--- src/common/csfp_cfg.svh ---
// Constants of the codec serial framing port
// Assumes: included by the design files
// Contract
// - Word mode: tx end strobe pulses after 16 bits
// - Byte mode: tx end strobe low after first byte
// - Output MSB present before rx frame sync falls
// - Host shifts bits in while tx sync low
// - Tx frame sync low while bits shift in
// - All timing is integer submultiple of master clock
// - Reset loads dividers, adjusts and control register
// - Reset dividers give 8 kHz at 5.184 MHz
// - Control reset: bits 9,7,6,5,2 set, 4,3 clear
// - Select pin plus control bit pick four modes
// - Sync bit zero: independent tx and rx timing
// - Async byte: byte, end low, gap, byte, release
// - Async word: sync low, word, sync high, end pulse
// - Sync: identical primary syncs, no rx secondary
// - Sync byte: both directions move together
// - Sync word: both syncs low together
// - Shift clock is master clock divided by four
// - Low bits both one: secondary after four shift clocks
`ifndef CSFP_CFG_SVH
`define CSFP_CFG_SVH

`define CSFP_BYTE_LAST  4'h7
`define CSFP_WORD_LAST  4'hF
`define CSFP_GAP_LAST   4'h3
`define CSFP_GAP_CLKS   5'h10
`define CSFP_SEC_SCLKS  3'h4
`define CSFP_SEC_CLKS   16
`define CSFP_A_RST      8'h09
`define CSFP_B_RST      8'h24
`define CSFP_ADJ_RST    8'h01
`define CSFP_CTRL_RST   10'h02E4
`define CSFP_CTRL_SYNC  5
`define CSFP_IDX_TXA    4'h0
`define CSFP_IDX_TXADJ  4'h1
`define CSFP_IDX_TXB    4'h2
`define CSFP_IDX_RXA    4'h3
`define CSFP_IDX_RXADJ  4'h4
`define CSFP_IDX_RXB    4'h5
`define CSFP_IDX_CTRL   4'h6
`define CSFP_IDX_STAT   4'h7
`define CSFP_IDX_SEC    4'h8
`define CSFP_IDX_DAC    4'h9

`endif

--- src/common/csfp_pkg.sv ---
// Types of the codec serial framing port
// Assumes: compiled before the design modules
package csfp_pkg;

    typedef enum logic [2:0]
    {
        ST_IDLE,
        ST_PRE,
        ST_SHIFT1,
        ST_GAP,
        ST_SHIFT2,
        ST_END
    } csfp_state_e;

    typedef enum logic [1:0]
    {
        ADJ_NONE,
        ADJ_PLUS,
        ADJ_MINUS
    } csfp_adj_e;

    typedef struct packed
    {
        logic [7:0] a;
        logic [7:0] adj;
        logic [7:0] b;
    } csfp_div_s;

endpackage : csfp_pkg

--- src/rtl/csfp_conv_timer.sv ---
// Counter A / counter B conversion timer of one direction
// Assumes: cfg and adj_mode are static between conversions
`timescale 1ns/10ps
`include "csfp_cfg.svh"

module csfp_conv_timer
    import csfp_pkg::*;
(
    input  wire logic      clk,
    input  wire logic      arst_n,
    input  wire csfp_div_s cfg,
    input  wire csfp_adj_e adj_mode,
    output logic           scf_tick,
    output logic           conv_tick
);
    logic [9:0] ca_r;
    logic [9:0] ca_nxt;
    logic [7:0] cb_r;
    logic [7:0] cb_nxt;
    wire  [9:0] nom_w = {1'b0, cfg.a, 1'b0};
    wire  [9:0] ext_w = {{2{cfg.adj[7]}}, cfg.adj};
    wire  [9:0] sum_w = (adj_mode == ADJ_PLUS)  ? nom_w + ext_w :
                        (adj_mode == ADJ_MINUS) ? nom_w - ext_w : nom_w;
    // Negative or zero period clamps to one master clock
    wire  [9:0] adj_w = (sum_w[9] || sum_w == 10'h000) ? 10'h001 : sum_w;

    assign scf_tick  = (ca_r <= 10'h001);
    assign conv_tick = scf_tick && (cb_r <= 8'h01);
    assign ca_nxt    = conv_tick ? adj_w : scf_tick ? nom_w : ca_r - 10'h001;
    assign cb_nxt    = conv_tick ? cfg.b : scf_tick ? cb_r - 8'h01 : cb_r;

    always_ff @(posedge clk or negedge arst_n)
    begin
        if (!arst_n)
        begin
            ca_r <= 10'h001;
            cb_r <= 8'h01;
        end
        else
        begin
            ca_r <= ca_nxt;
            cb_r <= cb_nxt;
        end
    end

endmodule : csfp_conv_timer

--- src/rtl/csfp_serial_port.sv ---
// Serial framing port: shift clock, frame syncs, end strobes, timers
// Assumes: CLK is the master clock; host follows the frame syncs
`timescale 1ns/10ps
`include "csfp_cfg.svh"

module csfp_serial_port
    import csfp_pkg::*;
(
    input  wire logic        CLK,
    input  wire logic        ARST_N,
    input  wire logic [3:0]  ADDR,
    input  wire logic [15:0] WDATA,
    input  wire logic        WR,
    input  wire logic        RD,
    output logic      [15:0] RDATA,
    input  wire logic        WORD_SEL,
    input  wire logic        SERIAL_IN_LINE,
    output logic             SERIAL_OUT_LINE,
    output logic             SHIFT_CLK,
    output logic             TX_FRAME_SYNC_N,
    output logic             RX_FRAME_SYNC_N,
    output logic             TX_END_STROBE_N,
    output logic             RX_END_STROBE_N,
    input  wire logic [15:0] ADC_DATA,
    output logic             ADC_SAMPLE,
    output logic      [13:0] DAC_DATA,
    output logic             DAC_LOAD,
    output logic             TX_FILT_CLK,
    output logic             RX_FILT_CLK
);
    // =========================================================
    // Functions
    // =========================================================
    function automatic csfp_adj_e adj_decode(input logic [1:0] lsb);
        csfp_adj_e m;
        m = (lsb == 2'b01) ? ADJ_PLUS : (lsb == 2'b10) ? ADJ_MINUS : ADJ_NONE;
        return m;
    endfunction : adj_decode

    function automatic logic is_shift(input csfp_state_e s);
        return (s == ST_SHIFT1) || (s == ST_SHIFT2);
    endfunction : is_shift

    // =========================================================
    // Registers
    // =========================================================
    csfp_div_s   tx_div_r;
    csfp_div_s   rx_div_r;
    logic [9:0]  ctrl_r;
    logic [15:0] rdata_r;
    logic [15:0] rd_mux_w;
    logic [15:0] stat_w;
    wire         wr_txa   = WR && (ADDR == `CSFP_IDX_TXA);
    wire         wr_txadj = WR && (ADDR == `CSFP_IDX_TXADJ);
    wire         wr_txb   = WR && (ADDR == `CSFP_IDX_TXB);
    wire         wr_rxa   = WR && (ADDR == `CSFP_IDX_RXA);
    wire         wr_rxadj = WR && (ADDR == `CSFP_IDX_RXADJ);
    wire         wr_rxb   = WR && (ADDR == `CSFP_IDX_RXB);
    wire         wr_ctrl  = WR && (ADDR == `CSFP_IDX_CTRL);
    wire         sync_w   = ctrl_r[`CSFP_CTRL_SYNC];
    wire         byte_w   = !WORD_SEL;

    always_ff @(posedge CLK or negedge ARST_N)
    begin
        if (!ARST_N)
        begin
            tx_div_r <= '{`CSFP_A_RST, `CSFP_ADJ_RST, `CSFP_B_RST};
            rx_div_r <= '{`CSFP_A_RST, `CSFP_ADJ_RST, `CSFP_B_RST};
            ctrl_r   <= `CSFP_CTRL_RST;
        end
        else
        begin
            if (wr_txa)   tx_div_r.a   <= WDATA[7:0];
            if (wr_txadj) tx_div_r.adj <= WDATA[7:0];
            if (wr_txb)   tx_div_r.b   <= WDATA[7:0];
            if (wr_rxa)   rx_div_r.a   <= WDATA[7:0];
            if (wr_rxadj) rx_div_r.adj <= WDATA[7:0];
            if (wr_rxb)   rx_div_r.b   <= WDATA[7:0];
            if (wr_ctrl)  ctrl_r       <= WDATA[9:0];
        end
    end

    // =========================================================
    // Shift clock divider
    // =========================================================
    logic [1:0] div_r;
    wire  [1:0] div_nxt = div_r + 2'h1;
    wire        sc_rise = (div_r == 2'h1);
    wire        sc_fall = (div_r == 2'h3);

    always_ff @(posedge CLK or negedge ARST_N)
    begin
        if (!ARST_N)
        begin
            div_r     <= 2'h0;
            SHIFT_CLK <= 1'b0;
        end
        else
        begin
            div_r     <= div_nxt;
            SHIFT_CLK <= div_nxt[1];
        end
    end

    // =========================================================
    // Conversion timers
    // =========================================================
    csfp_adj_e adj_mode_r;
    logic      tx_scf;
    logic      tx_conv;
    logic      rx_scf;
    logic      rx_conv;

    csfp_conv_timer u_tx_timer
    (
        .clk       (CLK),
        .arst_n    (ARST_N),
        .cfg       (tx_div_r),
        .adj_mode  (adj_mode_r),
        .scf_tick  (tx_scf),
        .conv_tick (tx_conv)
    );

    csfp_conv_timer u_rx_timer
    (
        .clk       (CLK),
        .arst_n    (ARST_N),
        .cfg       (rx_div_r),
        .adj_mode  (adj_mode_r),
        .scf_tick  (rx_scf),
        .conv_tick (rx_conv)
    );

    // Synchronous mode leaves the rx counters unused
    wire rx_conv_eff = sync_w ? tx_conv : rx_conv;
    wire rx_scf_eff  = sync_w ? tx_scf  : rx_scf;

    // =========================================================
    // Frame sequencers, index 0 transmit, 1 receive
    // =========================================================
    logic [1:0] go_w;
    logic [1:0] start_w;
    logic [1:0] done_w;
    logic [1:0] shifting_w;
    logic [1:0] fs_n_w;
    logic [1:0] end_n_w;
    logic       tx_pend_r;
    logic       rx_pend_r;
    logic       sec_pend_r;
    logic       tx_sec_r;
    logic [2:0] sec_wait_r;
    wire        sec_go_w = sc_rise && (sec_wait_r == 3'h1);

    assign go_w[0] = tx_pend_r || sec_pend_r;
    // Receive frame tracks the primary transmit frame when synchronous
    assign go_w[1] = sync_w ? (go_w[0] && !sec_pend_r && start_w[0])
                            : rx_pend_r;

    for (genvar d = 0; d < 2; d++)
    begin : g_dir
        csfp_state_e st_r;
        csfp_state_e st_nxt;
        logic [3:0]  cnt_r;
        logic [3:0]  cnt_nxt;
        logic        fs_n_r;
        logic        end_n_r;
        wire  [3:0]  seg_last = byte_w ? `CSFP_BYTE_LAST : `CSFP_WORD_LAST;
        wire         last     = (cnt_r == seg_last);

        always_comb
        begin
            st_nxt  = st_r;
            cnt_nxt = cnt_r;
            if (sc_rise)
            begin
                cnt_nxt = cnt_r + 4'h1;
                case (st_r)
                    ST_IDLE:
                    begin
                        cnt_nxt = 4'h0;
                        if (go_w[d])
                            st_nxt = ST_PRE;
                    end
                    ST_PRE:
                    begin
                        cnt_nxt = 4'h0;
                        st_nxt  = ST_SHIFT1;
                    end
                    ST_SHIFT1:
                    begin
                        if (last)
                        begin
                            cnt_nxt = 4'h0;
                            st_nxt  = byte_w ? ST_GAP : ST_END;
                        end
                    end
                    ST_GAP:
                    begin
                        if (cnt_r == `CSFP_GAP_LAST)
                        begin
                            cnt_nxt = 4'h0;
                            st_nxt  = ST_SHIFT2;
                        end
                    end
                    ST_SHIFT2:
                    begin
                        if (last)
                            st_nxt = ST_IDLE;
                    end
                    ST_END:  st_nxt = ST_IDLE;
                    default: st_nxt = ST_IDLE;
                endcase
            end
        end

        always_ff @(posedge CLK or negedge ARST_N)
        begin
            if (!ARST_N)
            begin
                st_r    <= ST_IDLE;
                cnt_r   <= 4'h0;
                fs_n_r  <= 1'b1;
                end_n_r <= 1'b1;
            end
            else
            begin
                st_r    <= st_nxt;
                cnt_r   <= cnt_nxt;
                fs_n_r  <= !is_shift(st_nxt);
                end_n_r <= !((st_nxt == ST_GAP) || (st_nxt == ST_SHIFT2)
                             || (st_nxt == ST_END));
            end
        end

        assign start_w[d]    = sc_rise && (st_r == ST_IDLE) && go_w[d];
        assign done_w[d]     = sc_rise && last && ((st_r == ST_SHIFT2)
                               || ((st_r == ST_SHIFT1) && !byte_w));
        assign shifting_w[d] = is_shift(st_r);
        assign fs_n_w[d]     = fs_n_r;
        assign end_n_w[d]    = end_n_r;
    end

    assign TX_FRAME_SYNC_N = fs_n_w[0];
    assign RX_FRAME_SYNC_N = fs_n_w[1];
    assign TX_END_STROBE_N = end_n_w[0];
    assign RX_END_STROBE_N = end_n_w[1];

    // =========================================================
    // Frame requests and secondary transfers
    // =========================================================
    logic [15:0] tx_sh_r;
    logic [15:0] rx_sh_r;
    logic [15:0] adc_hold_r;
    logic [15:0] sec_word_r;
    wire         prim_done = done_w[0] && !tx_sec_r;
    wire         want_sec  = prim_done && (tx_sh_r[1:0] == 2'b11);

    always_ff @(posedge CLK or negedge ARST_N)
    begin
        if (!ARST_N)
        begin
            tx_pend_r  <= 1'b0;
            rx_pend_r  <= 1'b0;
            sec_pend_r <= 1'b0;
            tx_sec_r   <= 1'b0;
            sec_wait_r <= 3'h0;
        end
        else
        begin
            // A conversion in the same cycle as a start stays pending
            tx_pend_r  <= tx_conv || (tx_pend_r && !(start_w[0] && !sec_pend_r));
            rx_pend_r  <= (rx_conv && !sync_w) || (rx_pend_r && !start_w[1] && !sync_w);
            sec_pend_r <= sec_go_w || (sec_pend_r && !start_w[0]);
            if (start_w[0])
                tx_sec_r <= sec_pend_r;
            if (want_sec)
                sec_wait_r <= `CSFP_SEC_SCLKS;
            else if (sc_rise && sec_wait_r != 3'h0)
                sec_wait_r <= sec_wait_r - 3'h1;
        end
    end

    // =========================================================
    // Serial data paths
    // =========================================================
    always_ff @(posedge CLK or negedge ARST_N)
    begin
        if (!ARST_N)
        begin
            tx_sh_r    <= 16'h0000;
            rx_sh_r    <= 16'h0000;
            adc_hold_r <= 16'h0000;
            sec_word_r <= 16'h0000;
            DAC_DATA   <= 14'h0000;
            DAC_LOAD   <= 1'b0;
            adj_mode_r <= ADJ_NONE;
        end
        else
        begin
            if (sc_fall && shifting_w[0])
                tx_sh_r <= {tx_sh_r[14:0], SERIAL_IN_LINE};
            if (start_w[1])
                rx_sh_r <= adc_hold_r;
            else if (sc_rise && shifting_w[1])
                rx_sh_r <= {rx_sh_r[14:0], 1'b0};
            if (rx_conv_eff)
                adc_hold_r <= ADC_DATA;
            if (done_w[0] && tx_sec_r)
                sec_word_r <= tx_sh_r;
            if (prim_done)
                DAC_DATA <= tx_sh_r[15:2];
            DAC_LOAD <= prim_done;
            // New adjust request wins over the end-of-period clear
            if (prim_done)
                adj_mode_r <= adj_decode(tx_sh_r[1:0]);
            else if (tx_conv)
                adj_mode_r <= ADJ_NONE;
        end
    end

    assign SERIAL_OUT_LINE = rx_sh_r[15];

    // =========================================================
    // Pins from converter timing and register read port
    // =========================================================
    assign stat_w = {1'b0, rx_pend_r, tx_pend_r, end_n_w, fs_n_w, byte_w, sync_w,
                     adj_mode_r, sec_wait_r, sec_pend_r, tx_sec_r};

    assign rd_mux_w = (ADDR == `CSFP_IDX_TXA)   ? {8'h00, tx_div_r.a}   :
                      (ADDR == `CSFP_IDX_TXADJ) ? {8'h00, tx_div_r.adj} :
                      (ADDR == `CSFP_IDX_TXB)   ? {8'h00, tx_div_r.b}   :
                      (ADDR == `CSFP_IDX_RXA)   ? {8'h00, rx_div_r.a}   :
                      (ADDR == `CSFP_IDX_RXADJ) ? {8'h00, rx_div_r.adj} :
                      (ADDR == `CSFP_IDX_RXB)   ? {8'h00, rx_div_r.b}   :
                      (ADDR == `CSFP_IDX_CTRL)  ? {6'h00, ctrl_r}       :
                      (ADDR == `CSFP_IDX_STAT)  ? stat_w                :
                      (ADDR == `CSFP_IDX_SEC)   ? sec_word_r            :
                      (ADDR == `CSFP_IDX_DAC)   ? {2'h0, DAC_DATA}      : 16'h0000;

    always_ff @(posedge CLK or negedge ARST_N)
    begin
        if (!ARST_N)
        begin
            rdata_r     <= 16'h0000;
            ADC_SAMPLE  <= 1'b0;
            TX_FILT_CLK <= 1'b0;
            RX_FILT_CLK <= 1'b0;
        end
        else
        begin
            rdata_r     <= RD ? rd_mux_w : 16'h0000;
            ADC_SAMPLE  <= rx_conv_eff;
            TX_FILT_CLK <= tx_scf;
            RX_FILT_CLK <= rx_scf_eff;
        end
    end

    assign RDATA = rdata_r;

    // =========================================================
    // Assertions
    // =========================================================
    logic [4:0] gap_cnt_r;
    logic       rst_seen_r;

    always_ff @(posedge CLK or negedge ARST_N)
    begin
        if (!ARST_N)
        begin
            gap_cnt_r  <= 5'h00;
            rst_seen_r <= 1'b0;
        end
        else
        begin
            gap_cnt_r  <= (TX_FRAME_SYNC_N && !TX_END_STROBE_N) ? gap_cnt_r + 5'h01 : 5'h00;
            rst_seen_r <= 1'b1;
        end
    end
endmodule : csfp_serial_port

--- config.mk ---
export PLATFORM = sky130hd
export DESIGN_NAME = csfp_serial_port
export DESIGN_NICKNAME = d
export VERILOG_FILES = /design/src/common/csfp_pkg.sv /design/src/rtl/csfp_conv_timer.sv /design/src/rtl/csfp_serial_port.sv
export VERILOG_INCLUDE_DIRS = /design/src /design/src/common
export SDC_FILE = /design/constraint.sdc
export NUM_CORES = 1
export LEC_CHECK = 0
export BUFFER_PORTS_ARGS = -buffer_cell sky130_fd_sc_hd__buf_2
export CAP_MARGIN = 20
export CORE_MARGIN = 3
export CORE_UTILIZATION = 50
export CTS_CLUSTER_SIZE = 40
export DETAILED_ROUTE_END_ITERATION = 6
export GPL_TIMING_DRIVEN = 0
export PLACE_DENSITY = 0.7
export REMOVE_ABC_BUFFERS = 1
export SYNTH_ARGS = -nofsm -noshare
export SYNTH_HDL_FRONTEND = slang
export SYNTH_SLANG_ARGS = --single-unit
export TNS_END_PERCENT = 30
--- constraint.sdc ---
create_clock -name CLK -period 2.7 [get_ports CLK]
set_input_delay 0.135 -clock CLK [delete_from_list [all_inputs] [get_ports CLK]]
set_output_delay 0.135 -clock CLK [all_outputs]
set_load 0.01 [all_outputs]
Yosys cells after proc, flatten, opt, wreduce, memory -nomap -nowiden
Index checks and enable logic that the tools add are counted.

Flip-flop bits (word level): 222. Input bits: 42. Output and inout bits: 40. Logic and storage cells: 216.

$add $sub $neg: 12. Magnitude comparators: 4. Eq/ne operators: 37. Mux-type cells: 56. Reductions and logical operators: 70.

Operator list (number): 16-bit two-way mux (12); 10-bit two-way mux (10); 3-bit two-way mux (13); 8-bit two-way mux (4); 1-bit logical AND (31); 3-bit case mux with 5 select lines (2); 3-bit by 2-bit equality test with 1-bit output, second input constant (8); 4-bit case mux with 3 select lines (2); 9-bit by 10-bit adder with 10-bit output (2); 10-bit by 1-bit <= comparator with 1-bit output, second input constant (2); 10-bit zero test (2); 4-bit two-way mux (5); 10-bit by 1-bit subtractor with 10-bit output, second input constant (2); 9-bit by 10-bit subtractor with 10-bit output (2); 3-bit equality test, second input constant (6); 4-bit by 2-bit equality test with 1-bit output, second input constant (4); 4-bit by 3-bit equality test with 1-bit output, second input constant (4); 8-bit by 1-bit <= comparator with 1-bit output, second input constant (2); 8-bit by 1-bit subtractor with 8-bit output, second input constant (2); 1-bit logical OR (15); 14-bit two-way mux (1); 1-bit zero test (11); 2-bit nonzero test (5); 3-bit by 1-bit equality test with 1-bit output, second input constant (3); 14 further kinds (29).

Depth between registers and ports, before layout
Word-level depth: 12. Mapped depth: 11. Gate-level depth less buffers: 9.

Modules after synthesis
A second synthesis with hierarchy kept.

Cells, all modules: 1368. Area, all modules: 13447.9 um2.

By module, submodules not included: csfp_serial_port (times used 1, cells each 772, area each 8851.0 um2, seq. area each 4653.2 um2); csfp_conv_timer (times used 2, cells each 298, area each 2298.5 um2, seq. area each 452.9 um2).

Worst setup path after synthesis
OpenSTA, ideal clock, no wires.

Kind: register to register. From: register tx_div_r[19] (netlist bit). To: register u_tx_timer.ca_r[0]. Setup time: 64 ps. Arrival time: 2509 ps. Data required time: 2636 ps. Slack: 127 ps. Cell stages (with the launch flop): 10. Path buffers: 1. Period minus slack after synthesis: 2573 ps. Cell sequence: dfstp_2 -> ha_1 -> buf_6 -> a21o_1 -> a21o_1 -> a211oi_2 -> o311ai_1 -> or4_1 -> a211o_1 -> nand3b_1.

Cells in the longest elaborated chain, start to end: 7. Elaborated cells between the ends (all ways): 8. Classes of those cells: 2 x add/sub; 4 x mux; 2 x reduce/logical.

Ends and longest elaborated chain: start, declared (line csfp_serial_port.sv:47) `csfp_div_s tx_div_r;`; start signal, assigned (line csfp_serial_port.sv:67) `` tx_div_r <= '{`CSFP_A_RST, `CSFP_ADJ_RST, `CSFP_B_RST}; ``; 9-bit by 10-bit subtractor with 10-bit output (line csfp_conv_timer.sv:23) `(adj_mode == ADJ_MINUS) ? nom_w - ext_w : nom_w;`; 10-bit two-way mux (line csfp_conv_timer.sv:23); 10-bit two-way mux (*) (line csfp_conv_timer.sv:22) `wire [9:0] sum_w = (adj_mode == ADJ_PLUS) ? nom_w + ext_w :`; 10-bit zero test (line csfp_conv_timer.sv:25) `wire [9:0] adj_w = (sum_w[9] || sum_w == 10'h000) ? 10'h001 : sum_w;`; 1-bit logical OR (*) (line csfp_conv_timer.sv:25); 10-bit two-way mux (*) (line csfp_conv_timer.sv:25); 10-bit two-way mux (*) (line csfp_conv_timer.sv:29) `assign ca_nxt = conv_tick ? adj_w : scf_tick ? nom_w : ca_r - 10'h001;`; named net u_tx_timer.ca_nxt[0] (line csfp_conv_timer.sv:17) `logic [9:0] ca_nxt;`; end signal, assigned (line csfp_conv_timer.sv:41) `ca_r <= ca_nxt;`; end, declared (line csfp_conv_timer.sv:16) `logic [9:0] ca_r;`.

The timed path passes the listed nets; every way through them passes the cells marked *. A chain may end at the register's enable or synchronous reset.

Worst setup path after layout
From: register tx_div_r[8] (netlist bit). To: register u_tx_timer.ca_r[0].

Cells in the longest elaborated chain, start to end: 7. Elaborated cells between the ends (all ways): 8. Classes of those cells: 2 x add/sub; 4 x mux; 2 x reduce/logical.

Ends and longest elaborated chain (line): 9-bit by 10-bit subtractor with 10-bit output (csfp_conv_timer.sv:23); 10-bit two-way mux (csfp_conv_timer.sv:23); 10-bit two-way mux (*) (csfp_conv_timer.sv:22); 10-bit zero test (csfp_conv_timer.sv:25); 1-bit logical OR (csfp_conv_timer.sv:25); 10-bit two-way mux (*) (csfp_conv_timer.sv:25); 10-bit two-way mux (*) (csfp_conv_timer.sv:29); named net u_tx_timer.ca_nxt[0] (csfp_conv_timer.sv:17).

Marks and branches as above.

==> flow_metrics.env <==
export IMPL_yosys_top_cells_count="198 x dfrtp_1, 153 x nand2_1, 99 x mux2_2"
export IMPL_p_leak_nw=6.51
export IMPL_final_util_pct=60.2
export IMPL_die_w_um=164
export IMPL_min_period_ns=2.70
export IMPL_drive_gt1_share_pct=24.0
export IMPL_grt_max_degree=120
export IMPL_crit_buf_inv=1
export IMPL_ys_types=90
export IMPL_via_per_inst=6.11
export IMPL_clockRootBuffer="clkbuf_16"
export IMPL_cap_violations=0
export IMPL_wl_um=33200
export IMPL_setup_tns_ns=0
export IMPL_nets=1461
export IMPL_power_density_nw_per_um2=851
export IMPL_min_path_type="in2reg"
export IMPL_cp_cell_sequence="inv_1 -> fa_2 -> a21o_1 -> a221oi_2 -> or3_1 -> nand4_1 -> or4_1 -> a211o_1 -> nand3b_1"
export IMPL_timing_final_crit_share_pct=99.9
export IMPL_core_um2=24500
export IMPL_synth_ff_type="dfrtp_1"
export IMPL_yosys_warnings=0
export IMPL_syn_to_final_growth_pct=17.7
export IMPL_slew_headroom_pct=35.4
export IMPL_final_antenna_net_count=0
export IMPL_worst_setup_path_start_kind="flop"
export IMPL_start_util_pct=51.1
export IMPL_route_detailed_drc=0
export IMPL_setup_viol=0
export IMPL_seq_area_frac_synth_pct=44.4
export IMPL_cp_end_kind="flop"
export IMPL_synth_avg_cell_area_um2=9.77
export IMPL_wl_per_cell_um=19.4
export IMPL_finalHoldViolCount=0
export IMPL_status="complete, no violations"
export IMPL_skew_ns=0.00883
export IMPL_grt_pass1_wl_um=53600
export IMPL_numPlacedInstances=1620
export IMPL_synth_top_area_cell="dfrtp_1"
export IMPL_pin_count=82
export IMPL_syn_area_um2=12500
export IMPL_die_h_um=164
export IMPL_max_freq_mhz=371
export IMPL_irDropWorstVdd_mv=0.519
export IMPL_cts_max_path_buffers=3
export IMPL_antenna_found_initial=2
export IMPL_cp_slowest_stage_delay_ns=0.55
export IMPL_cts_buffers=25
export IMPL_clkTransAtPathRegs_ns=0.06
export IMPL_fill_cells=2024
export IMPL_gp_congestion=0.900
export IMPL_insertion_delay_ns=0.54
export IMPL_io_buffer_count=75
export IMPL_crit_family="simple AND/OR/NAND/NOR gates"
export IMPL_worstSetupPathType="reg2reg"
export IMPL_synth_seq_cells=221
export IMPL_synth_top_area_share_pct=39.6
export IMPL_dr_pass1_iters=5
export IMPL_async_reset_ff_share_pct=100
export IMPL_overflow=0
export IMPL_tightest_slew_ns=0.966
export IMPL_synth_most_common_cell="dfrtp_1"
export IMPL_dieArea_um2=27000
export IMPL_grt_pass1_vias=9893
export IMPL_num_vias=10461
export IMPL_critPathArrivalTime_ns=3.18
export IMPL_synth_edf_count=0
export IMPL_rsz0062_at_grt="yes"
export IMPL_crit_slowest_cell="dfstp_2"
export IMPL_syn_inst=1281
export IMPL_critPathMaxFanout=4
export IMPL_synth_area_top_cells="dfrtp_1 40%, mux2_2 8.9%, dfstp_2 4.8%"
export IMPL_grt_util_all_layers_pct=24.7
export IMPL_finalMaxSlewViolations=0
export IMPL_row_count=57
export IMPL_stdcell_count=1711
export IMPL_htree_levels=1
export IMPL_cts_tree="done"
export IMPL_clkSinkCount=221
export IMPL_drt_iter0_markers=999
export IMPL_dp_hpwl_um=22100
export IMPL_worst_ep_required_time_ns=3.18
[routing by layer]
metal	GRT usage [%]	wire, um	vias to the layer above
li1	-	-	4835
met1	34.7	14200	5186
met2	39.9	15800	369
met3	4.16	2210	69
met4	6.46	881	2
met5	0	13	-
[through the flow]
step	hold slack [ns]	setup slack [ns]	cell area (um^2)	total power, mW
3_3_place_gp	0.352	-2.40	13000	8.40
3_5_place_dp	0.249	-0.547	13100	8.59
4_1_cts	0.138	-0.0405	14500	12.3
5_1_grt	0.215	-0.0567	14700	13.3
2_1_floorplan	-0.161	-0.409	12200	7.49
6_report	0.160	0.00202	14700	12.5
[layout make-up]
type | count | area, um^2 | area share (%)
multi-input cells | 938 | 6780 | 46.0
flip-flops and latches | 221 | 5570 | 37.8
repair buffers | 126 | 918 | 6.24
clock buffers | 31 | 668 | 4.54
well taps | 324 | 405 | 2.75
inverters | 56 | 214 | 1.45
clock inverters | 14 | 178 | 1.21
diodes | 1 | 2.50 | 0.0170
[flip-flops by register name (all words and copies together) (netlist names), 8 cells and up]
| name | cells |
|---|---|
| DAC_DATA | 14 |
| RDATA | 16 |
| adc_hold_r | 16 |
| ctrl_r | 10 |
| g_dir.cnt_r | 8 |
| rx_div_r | 24 |
| rx_sh_r | 16 |
| sec_word_r | 16 |
| tx_div_r | 24 |
| tx_sh_r | 16 |
| u_rx_timer.ca_r | 10 |
| u_rx_timer.cb_r | 8 |
| u_tx_timer.ca_r | 10 |
| u_tx_timer.cb_r | 8 |
[layout by cell type (no fill, tap or decap), types with 7 or more instances in the layout]
cell	instances
nand4_1	10
mux2i_1	11
dlygate4sd3_1	29
a31oi_1	15
buf_2	75
nand2_1	153
a222oi_1	10
a21oi_1	83
o21a_1	10
o21ai_0	76
nor2_1	68
ha_4	8
ha_1	36
xnor2_1	15
a22oi_1	27
o211ai_1	10
nand3_1	34
and3_1	7
clkbuf_16	25
nor2b_1	16
nand2b_1	22
mux2_2	99
mux2_1	9
a21o_1	10
dfrtp_1	192
or3_1	9
inv_1	53
nor3_1	26
dfstp_2	23
buf_4	14
o22ai_1	12
[cells by family after synthesis]
| kind of cell | synth area share (%) |
|---|---|
| simple gates | 15.4 |
| compound gates | 18.8 |
| flops | 44.4 |
| buf+inv | 3.94 |
| mux | 10.6 |
| fa+ha+maj | 5.34 |
| xor+xnor | 1.47 |
[report_power, final]
part | switching [mW] | leakage, nW | internal, mW
combinational | 2.30 | 3.35 | 1.86
sequential | 0.795 | 2.75 | 4.07
clock | 1.44 | 0.404 | 2.06
total | 4.53 | 6.51 | 8.00
[worst min-delay path, stage by stage]
cell and delay [ns]:
buf_2 0.16, a211oi_1 0.09, a31oi_1 0.13, o22ai_1 0.11
[path summary, 6_finish.rpt]
check	from	end	slack [ns]	cells after the start
worst max register to register	tx_div_r[8]	u_tx_timer.ca_r[0]	0.002	9
worst max-delay path	tx_div_r[8]	u_tx_timer.ca_r[0]	0.002	9
worst min register to register	rx_sh_r[8]	rx_sh_r[8]	0.47	2
max in group asynchronous	ARST_N	DAC_DATA[9]	1.51	4
min in group asynchronous	ARST_N	u_rx_timer.ca_r[5]	0.25	3
worst min-delay path	WORD_SEL	g_dir[1].st_r[1]	0.16	4
[repair_timing]
item / 4_1_cts / 5_1_grt
pin swaps: 9 / 21
gates resized for setup: 36 / 33
buffers inserted: 7 / 9
hold endpoints to repair: 162 / 0
hold buffers: 29 / 0
endpoints found under the setup margin: 74 / 49
Power figures use the tool's default switching activity.
